## config.mk

```make
export PLATFORM = sky130hd
export DESIGN_NAME = adcs_start_readback
export DESIGN_NICKNAME = d
export VERILOG_FILES = /design/src/core/adcs_pkg.sv /design/src/core/adcs_start_readback.sv
export SDC_FILE = /design/constraint.sdc
export NUM_CORES = 1
export LEC_CHECK = 0
export ABC_CLOCK_PERIOD_IN_PS = 2800
export BUFFER_PORTS_ARGS = -buffer_cell sky130_fd_sc_hd__buf_2
export CORE_UTILIZATION = 35
export DETAILED_ROUTE_END_ITERATION = 10
export PLACE_DENSITY = 0.57
export SLEW_MARGIN = 40
export SYNTH_ARGS = -nofsm -noshare
export SYNTH_HDL_FRONTEND = slang
export SYNTH_SLANG_ARGS = --single-unit
```

## constraint.sdc

```tcl
create_clock -name clk_sys_i -period 2.8 [get_ports clk_sys_i]
set_clock_uncertainty 0.05 [all_clocks]
set_input_delay 0.56 -clock clk_sys_i [delete_from_list [all_inputs] [get_ports clk_sys_i]]
set_output_delay 0.56 -clock clk_sys_i [all_outputs]
set_load 0.05 [all_outputs]
```

## src/core/adcs_pkg.sv

```systemverilog
// Shared constants and types for the conversion start and readback block.
package adcs_pkg;

    // ****************************************************************
    // Timing
    // ****************************************************************
    // System clock period and the conversion clock period, both in ns.
    localparam int CLK_PERIOD_NS  = 8;
    localparam int CONVERSION_CLOCK_PERIOD_NS = 400;
    // The conversion clock is made by toggling every half period.
    localparam int CONVERSION_CLOCK_HALF_CYC  = CONVERSION_CLOCK_PERIOD_NS / (2 * CLK_PERIOD_NS);
    // A conversion lasts this many divided-clock periods, busy-low period included.
    localparam int CONV_DIVIDED_CONVERSION_CLOCK_PERIODS = 14;
    // Falling edges of the start clock between a request and the start.
    localparam int START_EDGES       = 2;

    // ****************************************************************
    // Widths and result layout
    // ****************************************************************
    localparam int RESULT_W   = 12;
    localparam int WORD_W     = 16;
    localparam int BYTE_BITS  = 8;
    // Result is left-justified in the 16-bit output word.
    localparam int RESULT_LSB = WORD_W - RESULT_W;

    // ****************************************************************
    // Readback modes
    // ****************************************************************
    typedef enum logic [1:0] {
        RB_MANUAL    = 2'b00,
        RB_AUTO_MSB  = 2'b01,
        RB_AUTO_LSB  = 2'b10,
        RB_AUTO_HIGH = 2'b11
    } adcs_rb_mode_t;

    // Conversion sequencer states.
    typedef enum logic [1:0] {
        CS_IDLE = 2'b00,
        CS_WAIT = 2'b01,
        CS_CONV = 2'b10
    } adcs_conv_state_t;

    // Requests decoded by the serial front end, one-cycle pulses.
    typedef struct packed {
        logic start;     // Eighth active edge of a start byte or start-bit write.
        logic read;      // Eighth active edge of a result read instruction.
        logic addr_high; // Read addresses the high-byte register.
        logic len16;     // Read is 16 bits long, else 8.
    } adcs_ser_req_t;

endpackage

```

## src/core/adcs_start_readback.sv

```systemverilog
// Conversion start sequencing, start queue, busy timing and result readback.
//
// Behaviour
// - Start on start byte or start-bit write.
// - Serial start on second divided-clock fall.
// - Busy rises one divided period after start.
// - Serial start during conversion is queued.
// - Queue holds one; newer start overwrites.
// - Queued start follows immediately, busy low.
// - Pin start on second conversion-clock fall.
// - Pin start aborts and restarts conversion.
// - Pin start honoured whatever chip select.
// - Two-bit readback mode, manual default.
// - Only serial starts arm automatic readback.
// - High-byte mode still converts fully.
// - First bit active edge, rest inactive.
// - Manual reads: address, length set order.
// - Read returns last result before data.
// - Mode 1 acts as 16-bit high read.
// - Mode 2 acts as 16-bit low read.
// - Mode 3 acts as 8-bit high read.
`timescale 1ns/1ps

module adcs_start_readback
    import adcs_pkg::*;
(
    input  wire logic                clk_sys_i,
    input  wire logic                rst_n_i,
    input  wire adcs_ser_req_t       ser_req_i,
    input  wire logic                convert_pin_i,
    input  wire logic                sclk_pin_i,
    input  wire logic                cs_n_pin_i,
    input  wire logic                sclk_active_rise_i,
    input  wire logic                clock_divider_bit_high_i,
    input  wire logic                clock_divider_bit_low_i,
    input  wire logic                readback_select_high_i,
    input  wire logic                readback_select_low_i,
    input  wire logic [RESULT_W-1:0] adc_data_i,
    output logic                     busy_o,
    output logic                     conversion_clock_o,
    output logic                     divided_conversion_clock_o,
    output logic                     sample_done_o,
    output logic [RESULT_W-1:0]      result_o,
    output logic                     dout_o,
    output logic                     dout_oe_n_o
);

    // ****************************************************************
    // Pin synchronisers
    // ****************************************************************
    // Three stages per pin; a level is accepted once stages two and three agree.
    // The filtered level is what the rest of the block looks at.
    localparam int NPIN = 3;
    logic [NPIN-1:0] pin_raw;
    logic [NPIN-1:0] pin_s1;
    logic [NPIN-1:0] pin_s2;
    logic [NPIN-1:0] pin_s3;
    logic [NPIN-1:0] pin_lvl;
    logic [NPIN-1:0] pin_lvl_d;

    assign pin_raw = {cs_n_pin_i, sclk_pin_i, convert_pin_i};

    genvar gi;
    generate
        for (gi = 0; gi < NPIN; gi++) begin : g_sync
            // Chip select idles high, the others idle low.
            always_ff @(posedge clk_sys_i or negedge rst_n_i) begin
                if (!rst_n_i) begin
                    pin_s1[gi]    <= (gi == 2) ? 1'b1 : 1'b0;
                    pin_s2[gi]    <= (gi == 2) ? 1'b1 : 1'b0;
                    pin_s3[gi]    <= (gi == 2) ? 1'b1 : 1'b0;
                    pin_lvl[gi]   <= (gi == 2) ? 1'b1 : 1'b0;
                    pin_lvl_d[gi] <= (gi == 2) ? 1'b1 : 1'b0;
                end else begin
                    pin_s1[gi] <= pin_raw[gi];
                    pin_s2[gi] <= pin_s1[gi];
                    pin_s3[gi] <= pin_s2[gi];
                    if (pin_s2[gi] == pin_s3[gi]) begin
                        pin_lvl[gi] <= pin_s3[gi];
                    end
                    pin_lvl_d[gi] <= pin_lvl[gi];
                end
            end
        end
    endgenerate

    logic convert_rise;
    logic sclk_rise;
    logic sclk_fall;
    logic cs_n_lvl;
    logic sclk_act;
    logic sclk_inact;

    // Chip select plays no part in the pin start path.
    assign convert_rise = pin_lvl[0] & ~pin_lvl_d[0];
    assign sclk_rise    = pin_lvl[1] & ~pin_lvl_d[1];
    assign sclk_fall    = ~pin_lvl[1] & pin_lvl_d[1];
    assign cs_n_lvl     = pin_lvl[2];
    assign sclk_act     = sclk_active_rise_i ? sclk_rise : sclk_fall;
    assign sclk_inact   = sclk_active_rise_i ? sclk_fall : sclk_rise;

    // ****************************************************************
    // Conversion clock and divided clock
    // ****************************************************************
    localparam int HALF_W = $clog2(CONVERSION_CLOCK_HALF_CYC + 1);
    logic [HALF_W-1:0] half_cnt;
    logic              conversion_clock;
    logic              conversion_clock_fall;
    logic [2:0]        div_cnt;
    logic [2:0]        div_mask;
    logic              divided_conversion_clock_fall;
    logic              conv_start;

    // A falling conversion-clock edge is the end of the high half period.
    assign conversion_clock_fall = conversion_clock & (half_cnt == HALF_W'(CONVERSION_CLOCK_HALF_CYC - 1));

    // Divider ratio 1, 2, 4 or 8 from the two divider bits.
    always_comb begin
        unique case ({clock_divider_bit_high_i, clock_divider_bit_low_i})
            2'b00: div_mask = 3'h0;
            2'b01: div_mask = 3'h1;
            2'b10: div_mask = 3'h3;
            2'b11: div_mask = 3'h7;
        endcase
    end

    assign divided_conversion_clock_fall = conversion_clock_fall & (div_cnt == div_mask);

    // Free-running conversion clock.
    always_ff @(posedge clk_sys_i or negedge rst_n_i) begin
        if (!rst_n_i) begin
            half_cnt <= '0;
            conversion_clock     <= 1'b0;
        end else if (half_cnt == HALF_W'(CONVERSION_CLOCK_HALF_CYC - 1)) begin
            half_cnt <= '0;
            conversion_clock     <= ~conversion_clock;
        end else begin
            half_cnt <= half_cnt + HALF_W'(1);
        end
    end

    // The divider is realigned at each start so busy timing counts from it.
    always_ff @(posedge clk_sys_i or negedge rst_n_i) begin
        if (!rst_n_i) begin
            div_cnt <= 3'h0;
        end else if (conv_start || divided_conversion_clock_fall) begin
            div_cnt <= 3'h0;
        end else if (conversion_clock_fall) begin
            div_cnt <= div_cnt + 3'h1;
        end
    end

    assign conversion_clock_o         = conversion_clock;
    assign divided_conversion_clock_o = (div_cnt <= (div_mask >> 1)) ? conversion_clock : 1'b0;

    // ****************************************************************
    // Conversion sequencer
    // ****************************************************************
    adcs_conv_state_t state;
    logic             wait_pin;
    logic [1:0]       edge_cnt;
    logic             queued;
    logic [3:0]       period_cnt;
    logic             wait_edge;
    logic             conv_end;

    // Serial starts wait on divided-clock falls, pin starts on conversion-clock falls.
    assign wait_edge  = wait_pin ? conversion_clock_fall : divided_conversion_clock_fall;
    assign conv_end   = (state == CS_CONV) & divided_conversion_clock_fall
                      & (period_cnt == 4'(CONV_DIVIDED_CONVERSION_CLOCK_PERIODS - 1));
    assign conv_start = ((state == CS_WAIT) & wait_edge
                         & (edge_cnt == 2'(START_EDGES - 1)) & ~convert_rise)
                      | (conv_end & (queued | ser_req_i.start) & ~convert_rise);

    // The pin edge wins over everything, aborting a running conversion.
    always_ff @(posedge clk_sys_i or negedge rst_n_i) begin
        if (!rst_n_i) begin
            state    <= CS_IDLE;
            wait_pin <= 1'b0;
            edge_cnt <= 2'h0;
        end else if (convert_rise) begin
            state    <= CS_WAIT;
            wait_pin <= 1'b1;
            edge_cnt <= 2'h0;
        end else if (conv_start) begin
            state <= CS_CONV;
        end else if (conv_end) begin
            state <= CS_IDLE;
        end else if (ser_req_i.start && (state == CS_IDLE)) begin
            state    <= CS_WAIT;
            wait_pin <= 1'b0;
            edge_cnt <= 2'h0;
        end else if ((state == CS_WAIT) && wait_edge) begin
            edge_cnt <= edge_cnt + 2'h1;
        end
    end

    // One-deep queue: a second request just leaves the flag set.
    // A request in the completion cycle starts the next conversion at once.
    always_ff @(posedge clk_sys_i or negedge rst_n_i) begin
        if (!rst_n_i) begin
            queued <= 1'b0;
        end else if (convert_rise) begin
            queued <= 1'b0;
        end else if (ser_req_i.start && (state == CS_CONV) && !conv_end) begin
            queued <= 1'b1;
        end else if (conv_end) begin
            queued <= 1'b0;
        end
    end

    // Period zero keeps busy low so its falling edge marks back-to-back starts.
    // High-byte readback never shortens this count.
    always_ff @(posedge clk_sys_i or negedge rst_n_i) begin
        if (!rst_n_i) begin
            period_cnt <= 4'h0;
        end else if (conv_start) begin
            period_cnt <= 4'h0;
        end else if ((state == CS_CONV) && divided_conversion_clock_fall) begin
            period_cnt <= period_cnt + 4'h1;
        end
    end

    // Busy rises one divided period after start and drops at the end.
    always_ff @(posedge clk_sys_i or negedge rst_n_i) begin
        if (!rst_n_i) begin
            busy_o <= 1'b0;
        end else if (conv_start || conv_end || convert_rise) begin
            busy_o <= 1'b0;
        end else if ((state == CS_CONV) && divided_conversion_clock_fall) begin
            busy_o <= 1'b1;
        end
    end

    // Result register holds the last completed conversion.
    always_ff @(posedge clk_sys_i or negedge rst_n_i) begin
        if (!rst_n_i) begin
            result_o      <= '0;
            sample_done_o <= 1'b0;
        end else begin
            sample_done_o <= conv_end;
            if (conv_end) begin
                result_o <= adc_data_i;
            end
        end
    end

    // ****************************************************************
    // Readback
    // ****************************************************************
    adcs_rb_mode_t rb_mode;
    logic          auto_req;
    logic          frame_req;
    logic          frame_hi;
    logic          frame_16;
    logic          rd_armed;
    logic          rd_loaded;
    logic          rd_hi_first;
    logic          rd_16;
    logic [4:0]    rd_idx;
    logic [WORD_W-1:0] snap;
    logic [WORD_W-1:0] live_word;

    assign rb_mode = adcs_rb_mode_t'({readback_select_high_i, readback_select_low_i});

    // Only a serial start arms automatic readback; pin starts never do.
    assign auto_req  = ser_req_i.start & (rb_mode != RB_MANUAL) & ~cs_n_lvl;
    assign frame_req = ser_req_i.read | auto_req;
    assign live_word = {result_o, RESULT_LSB'(0)};

    // Byte order and length of each readback source.
    always_comb begin
        frame_hi = ser_req_i.addr_high;
        frame_16 = ser_req_i.len16;
        if (auto_req) begin
            unique case (rb_mode)
                RB_AUTO_MSB: begin
                    frame_hi = 1'b1;
                    frame_16 = 1'b1;
                end
                RB_AUTO_LSB: begin
                    frame_hi = 1'b0;
                    frame_16 = 1'b1;
                end
                RB_AUTO_HIGH: begin
                    frame_hi = 1'b1;
                    frame_16 = 1'b0;
                end
                RB_MANUAL: begin
                    frame_hi = ser_req_i.addr_high;
                    frame_16 = ser_req_i.len16;
                end
            endcase
        end
    end

    // Bit number k of a frame: bytes in chosen order, each byte MSB first.
    function automatic logic frame_bit(input logic [WORD_W-1:0] w,
                                       input logic              hi_first,
                                       input logic [4:0]        k);
        logic [3:0] pos;
        pos = 4'(BYTE_BITS - 1) - {1'b0, k[2:0]};
        if (k[3] ^ hi_first) begin
            frame_bit = w[{1'b1, pos[2:0]}];
        end else begin
            frame_bit = w[{1'b0, pos[2:0]}];
        end
    endfunction

    // Frame setup and bit position tracking; chip select high ends the frame.
    always_ff @(posedge clk_sys_i or negedge rst_n_i) begin
        if (!rst_n_i) begin
            rd_armed    <= 1'b0;
            rd_loaded   <= 1'b0;
            rd_hi_first <= 1'b1;
            rd_16       <= 1'b0;
            rd_idx      <= 5'h00;
        end else if (cs_n_lvl) begin
            rd_armed  <= 1'b0;
            rd_loaded <= 1'b0;
        end else if (frame_req) begin
            rd_armed    <= 1'b1;
            rd_loaded   <= 1'b0;
            rd_hi_first <= frame_hi;
            rd_16       <= frame_16;
            rd_idx      <= 5'h00;
        end else if (rd_armed && !rd_loaded && sclk_act) begin
            rd_loaded <= 1'b1;
            rd_idx    <= 5'h01;
        end else if (rd_loaded && sclk_inact) begin
            if (rd_idx == (rd_16 ? 5'(WORD_W) : 5'(BYTE_BITS))) begin
                rd_armed  <= 1'b0;
                rd_loaded <= 1'b0;
            end else begin
                rd_idx <= rd_idx + 5'h01;
            end
        end
    end

    // Snapshot at the first active edge fixes which result the frame carries.
    // A completion between that edge and the next inactive edge is not seen.
    always_ff @(posedge clk_sys_i or negedge rst_n_i) begin
        if (!rst_n_i) begin
            snap <= '0;
        end else if (rd_armed && !rd_loaded && sclk_act && !cs_n_lvl && !frame_req) begin
            snap <= live_word;
        end
    end

    // First bit goes out on the active edge, the rest on inactive edges.
    always_ff @(posedge clk_sys_i or negedge rst_n_i) begin
        if (!rst_n_i) begin
            dout_o      <= 1'b0;
            dout_oe_n_o <= 1'b1;
        end else if (cs_n_lvl || frame_req) begin
            dout_oe_n_o <= 1'b1;
        end else if (rd_armed && !rd_loaded && sclk_act) begin
            dout_o      <= frame_bit(live_word, rd_hi_first, 5'h00);
            dout_oe_n_o <= 1'b0;
        end else if (rd_loaded && sclk_inact) begin
            if (rd_idx == (rd_16 ? 5'(WORD_W) : 5'(BYTE_BITS))) begin
                dout_oe_n_o <= 1'b1;
            end else begin
                dout_o <= frame_bit(snap, rd_hi_first, rd_idx);
            end
        end
    end

endmodule

```

==> reports/summary.md <==
After clock tree synthesis, the repair step resized 0 gates. The number of setup buffers added after CTS was 0; the number of library cell types mapped by synthesis was 58. The largest driver fanout on the critical path was 7. The largest total area in the synthesized netlist belongs to sky130_fd_sc_hd__dfrtp_1. The first detailed-routing pass ran for 4 iterations. For the largest net degree at the start of global routing, the log shows 26. Counting every net in the synthesized netlist gives 319.

The number of enable flip-flop cells after synthesis is 0. For the max-capacitance violation count, the log shows 0. The logs give 373 for the number of nets at the end of the flow and 0.000620 W for the net switching power figure.

For this block, the via count after detailed routing is 2279. The fraction of power spent switching nets works out to 0.278. The floorplan step set the die height to 100 µm. The fraction of layout cells with a size suffix above 1 is 0.339. The horizontal die dimension is 100 µm. Setup violations remaining at the end of the flow were counted as 0. The all-layer global routing usage was 0.138; the number of inserted diodes was 0. STA classifies the critical path startpoint as a register.

Timing would allow up to 0.421 GHz. The tools report the endpoint type of the worst setup path as an output pin. Worst relative slew slack: 0.622.

The logs give 0.57 ns for the flop-to-flop setup slack and 0 for the count of yosys warnings during synthesis. The tools report the iteration-0 DRC count of the detailed router as 89. The core region is 0.00933 mm².

The tools report the part of the Yosys area used for sequential elements as 0.519. The number of clock buffers added by TritonCTS is 9. The number of buffers inserted by hold repair at cts is 0.

Clock-pin slew was measured on the worst setup and hold paths at 0.07 ns. Type of the tightest min-delay check: input pin to async pin. The layout overhead on the synthesized area is 17.5%.

The largest individual stage delay along the critical path comes from the cell sky130_fd_sc_hd__dfrtp_1. In this run the power density over the cells is 560 mW/mm². The data required time at the worst endpoint is 2.19 ns, and the initial cell density of the core is 0.363. The total count of max-transition violations in the final report was 0. Counting along the longest clock path gives a buffer depth of 2. The tools report the cell count after synthesis as 283. TritonCTS built the clock tree. The peak per-stage delay on the critical path came out at 0.47 ns. The run gives 0.795 as the final weighted congestion of routability-driven global placement. Endpoint of the most critical setup path: divided_conversion_clock_o. The flip-flop and latch count after synthesis is 70. For the finished layout, the period the worst path requires is 2.38 ns. Port buffering added 43 buffers. For the detailed-route DRC error count, the log shows 0. Number of routed nets with antenna violations: 0. The area of the die is 0.0101 mm², and the global-route wire length before repair is 10.7 mm.

For this run the aggregate overflow at the end of global routing stands at 0. Summed over all nets, the half-perimeter wirelength after detailed placement is 4.60 mm. Data arrival time of the critical path: 1.77 ns.

The logs give 0.130 for the proportion of power drawn by combinational gates and 1.81 nW for the leakage power total. The top flip-flop cell by instance count after synthesis is sky130_fd_sc_hd__dfrtp_1. Summing every instance area after synthesis gives 0.00339 mm². Final hold violation count: 0. IR analysis of the VDD net gives a maximum drop of 0.000238 V. The run finished with clean final reports.

The root buffer cell was sky130_fd_sc_hd__clkbuf_8. The count of cells in the finished layout, fillers not included, comes to 471. In the routed layout, each cell is associated on average with a via count of 4.84. The power share of the sequential group came out at 0.505. For the power share of the clock group, the log shows 0.365.

Ranked by total cell area, the synthesized netlist is headed by sky130_fd_sc_hd__dfrtp_1 (47%), sky130_fd_sc_hd__mux2_2 (6.0%), sky130_fd_sc_hd__dfstp_2 (4.7%). The library cell used most frequently in the layout, excluding fill and tap cells, is sky130_fd_sc_hd__dfrtp_1. For this design the top-level I/O count stands at 44. Setup total negative slack on the finished layout was measured at 0 ns.

Initial antenna violation count: 0. The top-area cell type share of the netlist area works out to 0.473. The beginning of the critical path was div_cnt[1]. The number of buffers and inverters on the critical path is 1.

Wires add up to 6.29 mm. Placed cell count: 455. The top cell types in the final layout, fill and taps aside, are sky130_fd_sc_hd__dfrtp_1 (64), sky130_fd_sc_hd__buf_2 (43), sky130_fd_sc_hd__nand2_1 (20).

Traced cell by cell, the critical path runs through ha_1, a21oi_1, a21oi_1, nor3b_2, buf_2. The wire length per cell after detailed routing is 13.3 µm, and the number of rows in the core area is 35. The worst reg2reg path endpoint is result_o[1]. In this run the number of cells on the critical path is 5. The number of filler instances in the final layout is 901. The setup path with the least slack is of type register to output pin. The share of the clock period used by the worst path after layout works out to 0.849.

Critical register-to-register path startpoint: div_cnt[1]. The tools report the clock insertion delay at the later pin of the skew report as 0.34 ns. The H-tree was split into 3 levels. Cell occurring most often along the worst timing path: sky130_fd_sc_hd__a21oi_1.

The proportion of register bits with asynchronous set or reset after synthesis was 1.00; the transition time at the pin with the least slew margin was 0.562 ns. Dividing the synthesized area by the synthesized cell count gives 12.0 µm². CTS sink count: 70. The tools report the number of global-route vias before repair as 2251. Setup repair after global routing left no endpoint under its margin.

Broken down by cell family, the worst path's largest delay share belongs to flip-flops. Worst reg2reg path depth: 5. Cell internal power was estimated by the tool at 0.00161 W.
## cell type report
class / instances / area [µm²] / share of cell area
clock inverters: 7 / 73.8 / 0.0185
well taps: 129 / 161 / 0.0405
flip-flops and latches: 70 / 1760 / 0.442
multi-input cells: 191 / 1540 / 0.387
inverters: 15 / 56.3 / 0.0141
clock buffers: 9 / 124 / 0.0311
repair buffers: 50 / 268 / 0.0672
## cells in the mapped netlist (3+ instances only)
master / number
sky130_fd_sc_hd__nor2_1: 6
sky130_fd_sc_hd__xor2_1: 3
sky130_fd_sc_hd__o21ai_0: 11
sky130_fd_sc_hd__nand3b_1: 5
sky130_fd_sc_hd__mux2_4: 8
sky130_fd_sc_hd__a21oi_1: 18
sky130_fd_sc_hd__buf_2: 3
sky130_fd_sc_hd__xnor2_1: 4
sky130_fd_sc_hd__nand2_1: 20
sky130_fd_sc_hd__nor2b_1: 6
sky130_fd_sc_hd__dfstp_2: 6
sky130_fd_sc_hd__nor3_1: 6
sky130_fd_sc_hd__dfrtp_1: 64
sky130_fd_sc_hd__mux2_2: 18
sky130_fd_sc_hd__nand2b_1: 4
sky130_fd_sc_hd__nand4_1: 5
sky130_fd_sc_hd__inv_1: 15
sky130_fd_sc_hd__mux2i_1: 5
sky130_fd_sc_hd__a31oi_1: 3
sky130_fd_sc_hd__maj3_1: 3
sky130_fd_sc_hd__nand3_1: 8
sky130_fd_sc_hd__ha_1: 10
sky130_fd_sc_hd__clkbuf_1: 3
sky130_fd_sc_hd__and2_1: 4
## worst min-delay path by stage
| stage | from | endpoint | slack [ns] | cells past startpoint |
|---|---|---|---|---|
| after CTS | rst_n_i | busy_o | 0.14 | 1 |
| final | rst_n_i | wait_pin | 0.15 | 1 |
| after global routing | rst_n_i | period_cnt[2] | 0.19 | 1 |
| after detailed placement | pin_s1[1] | pin_s2[1] | 0.29 | 0 |
| after global placement | pin_s1[1] | pin_s2[1] | 0.28 | 0 |
| after floorplan | rst_n_i | busy_o | 0.21 | 0 |
## registers in the layout, indices dropped and copies added, names as in the netlist, 2 cells and up
| register | count |
|---|---|
| snap | 12 |
| period_cnt | 4 |
| pin_lvl_d | 2 |
| result_o | 12 |
| state | 2 |
| half_cnt | 5 |
| pin_s2 | 3 |
| pin_s3 | 3 |
| pin_s1 | 3 |
| edge_cnt | 2 |
| pin_lvl | 2 |
| rd_idx | 5 |
| div_cnt | 3 |
## stage by stage
stage	setup slack, ns	utilization	instance area [µm²]	power (W)	hold slack [ns]
after floorplan	0.478	-	3390	0.00134	0.214
after global placement	0.385	0.406	3780	0.00144	0.284
after detailed placement	0.328	0.406	3780	0.00144	0.288
after CTS	0.395	0.427	3980	0.00227	0.144
after global routing	0.227	0.427	3980	0.00235	0.186
final	0.423	0.427	3980	0.00223	0.146
## per-layer routing
metal	wire, µm	track usage	up-vias
met5	0	0	-
met4	113	0.0635	0
met2	2870	0.201	40
met1	3090	0.188	1103
li1	-	-	1127
met3	208	0.0397	9
## logic make-up (layout without fill, tap and decap cells)
group / count (synthesis) / after routing / synth area share
compound gates: 57 / 57 / 0.122
xor+xnor: 7 / 7 / 0.0181
fa+ha+maj: 13 / 13 / 0.0458
buf+inv: 22 / 81 / 0.0277
flops: 70 / 70 / 0.519
mux: 34 / 34 / 0.130
simple gates: 80 / 80 / 0.137
## power groups by stage
stage / registers [W] / clock network, W / logic [W]
6_report: 0.00113 / 0.000812 / 0.000290
5_1_grt: 0.00114 / 0.000889 / 0.000324
4_1_cts: 0.00113 / 0.000848 / 0.000295
3_5_place_dp: 0.00115 / 0 / 0.000294
3_3_place_gp: 0.00115 / 0 / 0.000291
2_1_floorplan: 0.00118 / 0 / 0.000162
No activity file was read; power rests on OpenSTA's default activity.
